<file path="src/hdl/rmd_pkg.sv">
// Constants, types and shared decode functions for the register/memory
// instruction decoder. Assumes an 8-bit opcode and a 16-bit address bus.
package rmd_pkg;

  localparam int DATA_W = 8;
  localparam int ADDR_W = 16;
  localparam int LEN_W = 2;
  localparam int CYC_W = 3;

  localparam logic [7:0] ZERO_BYTE = 8'h00;
  localparam logic [ADDR_W-1:0] ZERO_ADDR = 16'h0000;
  localparam logic [ADDR_W-1:0] OPERAND_STEP = 16'h0001;

  // Opcode high nibble: addressing mode
  localparam logic [3:0] NIB_IMM = 4'hA;
  localparam logic [3:0] NIB_DIR = 4'hB;
  localparam logic [3:0] NIB_EXT = 4'hC;
  localparam logic [3:0] NIB_IX0 = 4'hF;
  localparam logic [3:0] NIB_IX1 = 4'hE;
  localparam logic [3:0] NIB_IX2 = 4'hD;

  // Opcode low nibble: operation
  localparam logic [3:0] NIB_SUB = 4'h0;
  localparam logic [3:0] NIB_COMPARE_ACC = 4'h1;
  localparam logic [3:0] NIB_SUB_BORROW = 4'h2;
  localparam logic [3:0] NIB_COMPARE_IDX = 4'h3;
  localparam logic [3:0] NIB_AND = 4'h4;
  localparam logic [3:0] NIB_BIT = 4'h5;
  localparam logic [3:0] NIB_LOAD_ACC = 4'h6;
  localparam logic [3:0] NIB_STORE_ACC = 4'h7;
  localparam logic [3:0] NIB_XOR = 4'h8;
  localparam logic [3:0] NIB_ADC = 4'h9;
  localparam logic [3:0] NIB_OR_ACC = 4'hA;
  localparam logic [3:0] NIB_ADD = 4'hB;
  localparam logic [3:0] NIB_JUMP = 4'hC;
  localparam logic [3:0] NIB_CALL = 4'hD;
  localparam logic [3:0] NIB_LOAD_IDX = 4'hE;
  localparam logic [3:0] NIB_STORE_IDX = 4'hF;

  // Instruction length in bytes per mode
  localparam logic [LEN_W-1:0] LEN_NONE = 2'h1;
  localparam logic [LEN_W-1:0] LEN_IMM = 2'h2;
  localparam logic [LEN_W-1:0] LEN_DIR = 2'h2;
  localparam logic [LEN_W-1:0] LEN_EXT = 2'h3;
  localparam logic [LEN_W-1:0] LEN_IX0 = 2'h1;
  localparam logic [LEN_W-1:0] LEN_IX1 = 2'h2;
  localparam logic [LEN_W-1:0] LEN_IX2 = 2'h3;

  // Base cycle counts per mode, with per-operation offsets
  localparam logic [CYC_W-1:0] CYC_IMM = 3'h2;
  localparam logic [CYC_W-1:0] CYC_DIR = 3'h3;
  localparam logic [CYC_W-1:0] CYC_EXT = 3'h4;
  localparam logic [CYC_W-1:0] CYC_IX0 = 3'h3;
  localparam logic [CYC_W-1:0] CYC_IX1 = 3'h4;
  localparam logic [CYC_W-1:0] CYC_IX2 = 3'h5;
  localparam logic [CYC_W-1:0] CYC_NONE = 3'h0;
  localparam logic [CYC_W-1:0] CYC_STORE_ADD = 3'h1;
  localparam logic [CYC_W-1:0] CYC_JUMP_SUB = 3'h1;
  localparam logic [CYC_W-1:0] CYC_CALL_ADD = 3'h2;

  typedef enum logic [2:0] {
    MODE_IMM, MODE_DIR, MODE_EXT, MODE_IX0, MODE_IX1, MODE_IX2, MODE_NONE
  } rmd_mode_t;

  typedef enum logic [4:0] {
    OP_SUB, OP_COMPARE_ACC, OP_SUB_BORROW, OP_COMPARE_IDX, OP_AND, OP_BIT, OP_LOAD_ACC,
    OP_STORE_ACC, OP_XOR, OP_ADC, OP_OR_ACC, OP_ADD, OP_JUMP, OP_CALL, OP_LOAD_IDX,
    OP_STORE_IDX, OP_NONE
  } rmd_op_t;

  function automatic rmd_mode_t rmd_mode_of(input logic [3:0] nib);
    case (nib)
      NIB_IMM: rmd_mode_of = MODE_IMM;
      NIB_DIR: rmd_mode_of = MODE_DIR;
      NIB_EXT: rmd_mode_of = MODE_EXT;
      NIB_IX0: rmd_mode_of = MODE_IX0;
      NIB_IX1: rmd_mode_of = MODE_IX1;
      NIB_IX2: rmd_mode_of = MODE_IX2;
      default: rmd_mode_of = MODE_NONE;
    endcase
  endfunction

  function automatic logic [LEN_W-1:0] rmd_len_of(input rmd_mode_t m);
    case (m)
      MODE_IMM: rmd_len_of = LEN_IMM;
      MODE_DIR: rmd_len_of = LEN_DIR;
      MODE_EXT: rmd_len_of = LEN_EXT;
      MODE_IX0: rmd_len_of = LEN_IX0;
      MODE_IX1: rmd_len_of = LEN_IX1;
      MODE_IX2: rmd_len_of = LEN_IX2;
      default: rmd_len_of = LEN_NONE;
    endcase
  endfunction

endpackage

</file>
<file path="src/hdl/rmd_op_table.sv">
// Registered opcode table: operation, mode, length, cycles and write flags.
// Expects a synchronised reset and a load strobe on the same clock.
`timescale 1ns/100ps
module rmd_op_table
  import rmd_pkg::*;
(
  input wire logic core_clk,
  input wire logic rst_n,
  input wire logic load,
  input wire logic [7:0] opcode,
  output rmd_op_t op_reg,
  output rmd_mode_t mode_reg,
  output logic [LEN_W-1:0] len_reg,
  output logic [CYC_W-1:0] cyc_reg,
  output logic legal_reg,
  output logic acc_wr_reg,
  output logic idx_wr_reg,
  output logic mem_wr_reg
);

  rmd_op_t op_next;
  rmd_mode_t mode_next;
  logic [LEN_W-1:0] len_next;
  logic [CYC_W-1:0] cyc_next;
  logic [CYC_W-1:0] base;
  logic legal_next;
  logic acc_wr_next;
  logic idx_wr_next;
  logic mem_wr_next;

  // Nibble order matches the enum order, so a cast does the decode
  always_comb
  begin
    op_next = op_reg;
    mode_next = mode_reg;
    len_next = len_reg;
    cyc_next = cyc_reg;
    legal_next = legal_reg;
    acc_wr_next = acc_wr_reg;
    idx_wr_next = idx_wr_reg;
    mem_wr_next = mem_wr_reg;
    base = CYC_NONE;
    if (load)
    begin
      mode_next = rmd_mode_of(opcode[7:4]);
      op_next = rmd_op_t'({1'b0, opcode[3:0]});
      len_next = rmd_len_of(mode_next);
      case (mode_next)
        MODE_IMM: base = CYC_IMM;
        MODE_DIR: base = CYC_DIR;
        MODE_EXT: base = CYC_EXT;
        MODE_IX0: base = CYC_IX0;
        MODE_IX1: base = CYC_IX1;
        MODE_IX2: base = CYC_IX2;
        default: base = CYC_NONE;
      endcase
      legal_next = (mode_next != MODE_NONE);
      // No immediate form for stores, jumps and calls
      if (mode_next == MODE_IMM && (op_next == OP_STORE_ACC || op_next == OP_STORE_IDX ||
          op_next == OP_JUMP || op_next == OP_CALL))
      begin
        legal_next = 1'b0;
      end
      case (op_next)
        OP_STORE_ACC, OP_STORE_IDX: cyc_next = base + CYC_STORE_ADD;
        OP_JUMP: cyc_next = base - CYC_JUMP_SUB;
        OP_CALL: cyc_next = base + CYC_CALL_ADD;
        default: cyc_next = base;
      endcase
      // Compares and bit test only set flags
      acc_wr_next = op_next inside {OP_SUB, OP_SUB_BORROW, OP_AND, OP_LOAD_ACC, OP_XOR,
                                    OP_ADC, OP_OR_ACC, OP_ADD};
      idx_wr_next = (op_next == OP_LOAD_IDX);
      mem_wr_next = (op_next == OP_STORE_ACC || op_next == OP_STORE_IDX);
      if (!legal_next)
      begin
        op_next = OP_NONE;
        cyc_next = CYC_NONE;
        acc_wr_next = 1'b0;
        idx_wr_next = 1'b0;
        mem_wr_next = 1'b0;
      end
    end
  end

  always_ff @(posedge core_clk or negedge rst_n)
  begin
    if (!rst_n)
    begin
      op_reg <= OP_NONE;
      mode_reg <= MODE_NONE;
      len_reg <= LEN_NONE;
      cyc_reg <= CYC_NONE;
      legal_reg <= 1'b0;
      acc_wr_reg <= 1'b0;
      idx_wr_reg <= 1'b0;
      mem_wr_reg <= 1'b0;
    end
    else
    begin
      op_reg <= op_next;
      mode_reg <= mode_next;
      len_reg <= len_next;
      cyc_reg <= cyc_next;
      legal_reg <= legal_next;
      acc_wr_reg <= acc_wr_next;
      idx_wr_reg <= idx_wr_next;
      mem_wr_reg <= mem_wr_next;
    end
  end

endmodule

</file>
<file path="src/hdl/rmd_decoder.sv">
// Decoder and effective-address unit for register/memory instructions.
// Request inputs come from CPU logic on core_clk; only rst_b is synchronised.
`timescale 1ns/100ps
module rmd_decoder
  import rmd_pkg::*;
(
  input wire logic core_clk,
  input wire logic rst_b,
  input wire logic dec_req,
  input wire logic [7:0] dec_opcode,
  input wire logic [7:0] dec_byte1,
  input wire logic [7:0] dec_byte2,
  input wire logic [7:0] index_reg,
  input wire logic [ADDR_W-1:0] pc_in,
  output logic dec_done,
  output logic dec_legal,
  output rmd_op_t dec_op,
  output rmd_mode_t dec_mode,
  output logic [LEN_W-1:0] dec_len,
  output logic [CYC_W-1:0] dec_cycles,
  output logic acc_write,
  output logic index_write,
  output logic mem_write,
  output logic [ADDR_W-1:0] eff_addr,
  output logic [ADDR_W-1:0] pc_next
);

  logic rst_meta_reg;
  logic rst_sync_reg;
  logic rst_n_int;
  logic done_reg;
  logic done_next;
  logic [ADDR_W-1:0] ea_reg;
  logic [ADDR_W-1:0] ea_next;
  logic [ADDR_W-1:0] pc_reg;
  logic [ADDR_W-1:0] pc_next_val;
  logic [8:0] sum_lo;
  logic [8:0] sum_lo2;
  logic [7:0] sum_hi;
  rmd_mode_t req_mode;
  logic req_form_ok;

  // Release of reset is synchronised; assertion is still immediate
  always_ff @(posedge core_clk or negedge rst_b)
  begin
    if (!rst_b)
    begin
      rst_meta_reg <= 1'b0;
      rst_sync_reg <= 1'b0;
    end
    else
    begin
      rst_meta_reg <= 1'b1;
      rst_sync_reg <= rst_meta_reg;
    end
  end

  assign rst_n_int = rst_sync_reg;

  rmd_op_table u_table (
    .core_clk(core_clk),
    .rst_n(rst_n_int),
    .load(dec_req),
    .opcode(dec_opcode),
    .op_reg(dec_op),
    .mode_reg(dec_mode),
    .len_reg(dec_len),
    .cyc_reg(dec_cycles),
    .legal_reg(dec_legal),
    .acc_wr_reg(acc_write),
    .idx_wr_reg(index_write),
    .mem_wr_reg(mem_write)
  );

  always_comb
  begin
    done_next = dec_req;
    ea_next = ea_reg;
    pc_next_val = pc_reg;
    req_mode = rmd_mode_of(dec_opcode[7:4]);
    sum_lo = {1'b0, index_reg} + {1'b0, dec_byte1};
    sum_lo2 = {1'b0, index_reg} + {1'b0, dec_byte2};
    sum_hi = dec_byte1 + {7'h00, sum_lo2[8]};
    // Immediate store, jump and call do not exist
    req_form_ok = !(req_mode == MODE_IMM && dec_opcode[3:0] inside {NIB_STORE_ACC,
                    NIB_STORE_IDX, NIB_JUMP, NIB_CALL});
    if (dec_req)
    begin
      // Illegal opcodes leave the PC where it was so the core can trap
      pc_next_val = pc_in;
      if (req_mode != MODE_NONE && req_form_ok)
      begin
        pc_next_val = pc_in + 16'(rmd_len_of(req_mode));
      end
      case (req_mode)
        MODE_IMM: ea_next = pc_in + OPERAND_STEP;
        MODE_DIR: ea_next = {ZERO_BYTE, dec_byte1};
        MODE_EXT: ea_next = {dec_byte1, dec_byte2};
        MODE_IX0: ea_next = {ZERO_BYTE, index_reg};
        MODE_IX1: ea_next = {7'h00, sum_lo};
        MODE_IX2: ea_next = {sum_hi, sum_lo2[7:0]};
        default: ea_next = ZERO_ADDR;
      endcase
    end
  end

  always_ff @(posedge core_clk or negedge rst_n_int)
  begin
    if (!rst_n_int)
    begin
      done_reg <= 1'b0;
      ea_reg <= ZERO_ADDR;
      pc_reg <= ZERO_ADDR;
    end
    else
    begin
      done_reg <= done_next;
      ea_reg <= ea_next;
      pc_reg <= pc_next_val;
    end
  end

  assign dec_done = done_reg;
  assign eff_addr = ea_reg;
  assign pc_next = pc_reg;
endmodule

</file>
<file path="config.mk">
export PLATFORM = sky130hd
export DESIGN_NAME = rmd_decoder
export DESIGN_NICKNAME = d
export VERILOG_FILES = /design/src/hdl/rmd_pkg.sv /design/src/hdl/rmd_op_table.sv /design/src/hdl/rmd_decoder.sv
export SDC_FILE = /design/constraint.sdc
export NUM_CORES = 1
export LEC_CHECK = 0
export ABC_AREA = 1
export BUFFER_PORTS_ARGS = -buffer_cell sky130_fd_sc_hd__buf_2
export CELL_PAD_IN_SITES_DETAIL_PLACEMENT = 0
export CELL_PAD_IN_SITES_GLOBAL_PLACEMENT = 1
export CORE_UTILIZATION = 35
export DETAILED_ROUTE_END_ITERATION = 8
export GPL_ROUTABILITY_DRIVEN = 0
export HOLD_SLACK_MARGIN = 0.1
export PLACE_DENSITY = 0.86
export SYNTH_ARGS = -nofsm -noshare
export SYNTH_HDL_FRONTEND = slang
export SYNTH_HIERARCHICAL = 1
export SYNTH_SLANG_ARGS = --single-unit
</file>
<file path="constraint.sdc">
create_clock -name core_clk -period 1.57 [get_ports core_clk]
set_input_delay 0.2355 -clock core_clk [delete_from_list [all_inputs] [get_ports core_clk]]
set_output_delay 0.2355 -clock core_clk [all_outputs]
set_load 0.02 [all_outputs]
</file>
==> out/results.ini <==
[run_status]
status=finished with violations
failed_checks=setup timing

[clock_tree]
h-tree-depth=2
cts_root_buffer=clkbuf_16
cts_tree=built
cts_buffer_depth=2
cts.clk_slew.worst_paths_ns=0.07
clock_latency_ns=0.29
cts.sinks=52
numCtsBuffers=5

[floorplanning]
num_io_pins=101
start_util=0.360
dieArea_um2=13600
fp.dieW_um=116
dieHeight_um=116
fp.coreArea_um2=12700
rows=41

[sta]
fin_ws_ns=-0.623
min_period_ns=2.19
rsz0062_at_grt=true
setup_viol=32
finClkSkew_ns=0.00291
finalHoldViolCount=0
final.period_utilization=1.40
whs_ns=0.205
timing.fmax_mhz=456
slew_viol_final=0
setup-tns-final_ns=-11.78

[yosys]
yosys.area.top_type_share=0.262
synth_flop_cell=dfrtp_1
seq_area_frac_synth=0.285
async_reset_ff_frac=1.00
netlist_instances=730
synth.distinct_cells=36
synth.largest_area_cell=dfrtp_1
ys_seq_elements=52
syn_avg_cell_area_um2=6.28
syn-num-nets=808
synth_most_common_cell=nand2_1
synth_area_um2=4590
yosys-top-cells-area=dfrtp_1 26%, nand2_1 25%, inv_1 6.4%
synth_edf_count=0
ys_warn_count=6
synthTopCellsByCount=303 x nand2_1, 78 x inv_1, 69 x nor2_1

[grt]
gr-total-overflow=0
grt_antenna_before_repair=1
grt_util_all_layers=0.232
grt_pass1_vias=5215
grt_pass1_wl_um=24600
grt_start_max_net_pins=33

[final_layout]
fin_cells=1146
final_util=0.575
drive_above_1_share=0.395
num-fill-cells=1228
design_area_um2=7320
synthToLayoutAreaGrowth_pct=59.6
nets=1050

[drt]
drt_iter0_markers=249
route.detailed.drc=0
routed_via_density=4.75
wire_per_inst_um=13.7
vias=5447
ant_nets=0
routed_wl_um=15700
firstDrtPassIters=6

[placement]
dpl_worst_slack_ns=-1.15
dp_hpwl_um=12000
io_buffers=100
placed_cells=1104
post_dp_cell_area_um2=6460

[worst_setup_path]
crit_buf_inv=3
crit_path_max_incr_delay_ns=0.34
critical-path-slowest-cell=fa_2
cp_top_family=adder cells
critical_path_class=in2reg
cpMostUsedCell=nand2_1
crit_chain=buf_8 > ha_4 > inv_4 > fa_2 > inv_2 > nand2_4 > nand3_4 > a21oi_2 > o21bai_1 > ha_2 > ha_4 > nand3_4 > nor2_2 > nand2_1 > xor2_1 > nand2_1 > o211ai_1 > nand2_1 > nand2_1
critPathCaptureType=flop
arrival_ns=2.38
cp.required_ns=1.76
start_kind=primary input
critical_path.max_fanout=2

[power_and_ir_drop]
leakage_nw=3.99
power_mw=4.80
ir_drop_mv=0.348
p_per_area_nw_per_um2=656

[run]
cap_violations=0

[hold_path]
hold_class=reg2async

## worst paths after layout
path | from | end | slack, ns | cells after the start
setup / recovery | dec_byte2[0] | eff_addr[14]$_DFFE_PN0P_ | -0.62 | 19
hold / removal | rst_n_int$_DFF_PN0_ | u_table/op_reg[3]$_DFFE_PN0P_ | 0.21 | 0
setup reg to reg | u_table/op_reg[4]$_DFFE_PN1P_ | u_table/op_reg[4]$_DFFE_PN1P_ | 0.81 | 2
hold reg to reg | rst_n_int$_DFF_PN0_ | u_table/op_reg[3]$_DFFE_PN0P_ | 0.21 | 0
max in group asynchronous | rst_n_int$_DFF_PN0_ | eff_addr[7]$_DFFE_PN0P_ | 0.85 | 1
min in group core_clk | dec_req | u_table/len_reg[1]$_DFFE_PN0P_ | 0.24 | 2
## where the power goes
part	switching (mW)	internal, mW	leakage (nW)
Clock	0.495	0.799	0.0871
Sequential	0.0737	1.48	0.663
Combinational	1.12	0.839	3.24
Total	1.69	3.12	3.99
## metal layers
layer	vias to the layer above	global-route usage	part of all wire
met5	-	0	0
met4	0	0.0709	0.021
met3	26	0.0301	0.054
met2	171	0.387	0.47
met1	2490	0.310	0.45
li1	2760	-	-
## kinds of logic (layout without fill, tap and decap cells)
kind of cell,after synthesis,in the layout,synth area share
simple gates,466,466,0.422
flops,52,52,0.285
buf+inv,99,342,0.0895
compound gates,57,57,0.0693
other cells,1,2,0.000818
fa+ha+maj,27,27,0.0802
xor+xnor,28,28,0.0535
## area by class of cell
| class | instances | area (µm²) | area share |
|---|---|---|---|
| Sequential cell | 52 | 1310 | 0.179 |
| Timing Repair Buffer | 250 | 1850 | 0.252 |
| Multi-Input combinational cell | 579 | 3430 | 0.468 |
| Tap cell | 172 | 215 | 0.0294 |
| Clock inverter | 2 | 38.8 | 0.00530 |
| Antenna cell | 1 | 2.50 | 0.000342 |
| Inverter | 84 | 347 | 0.0473 |
| Clock buffer | 6 | 139 | 0.0190 |
## cells in the final DEF (no fill, tap or decap), drive strengths merged
master / n
nor3: 8
ha: 23
o21bai: 1
nor2: 73
inv: 83
xor2: 24
o21a: 1
o21ai: 30
dfrtp: 48
nand4: 5
xnor2: 4
or2: 5
a31oi: 1
conb: 1
diode: 1
a22oi: 1
bufinv: 1
nand3b: 2
buf: 249
clkbuf: 6
dfstp: 4
dlygate4sd3: 1
a21oi: 21
nand3: 62
o211ai: 2
fa: 4
clkinv: 2
nand2: 311
## what timing repair did
action | 4_1_cts | 5_1_grt
hold buffers | 1 | 0
endpoints found under the hold margin | 2 | 0
setup buffers | 40 | 11
resized for setup | 68 | 49
setup endpoints to repair | 34 | 33
pin swaps | 63 | 41
Note: power is estimated with default switching activity, not from simulation.
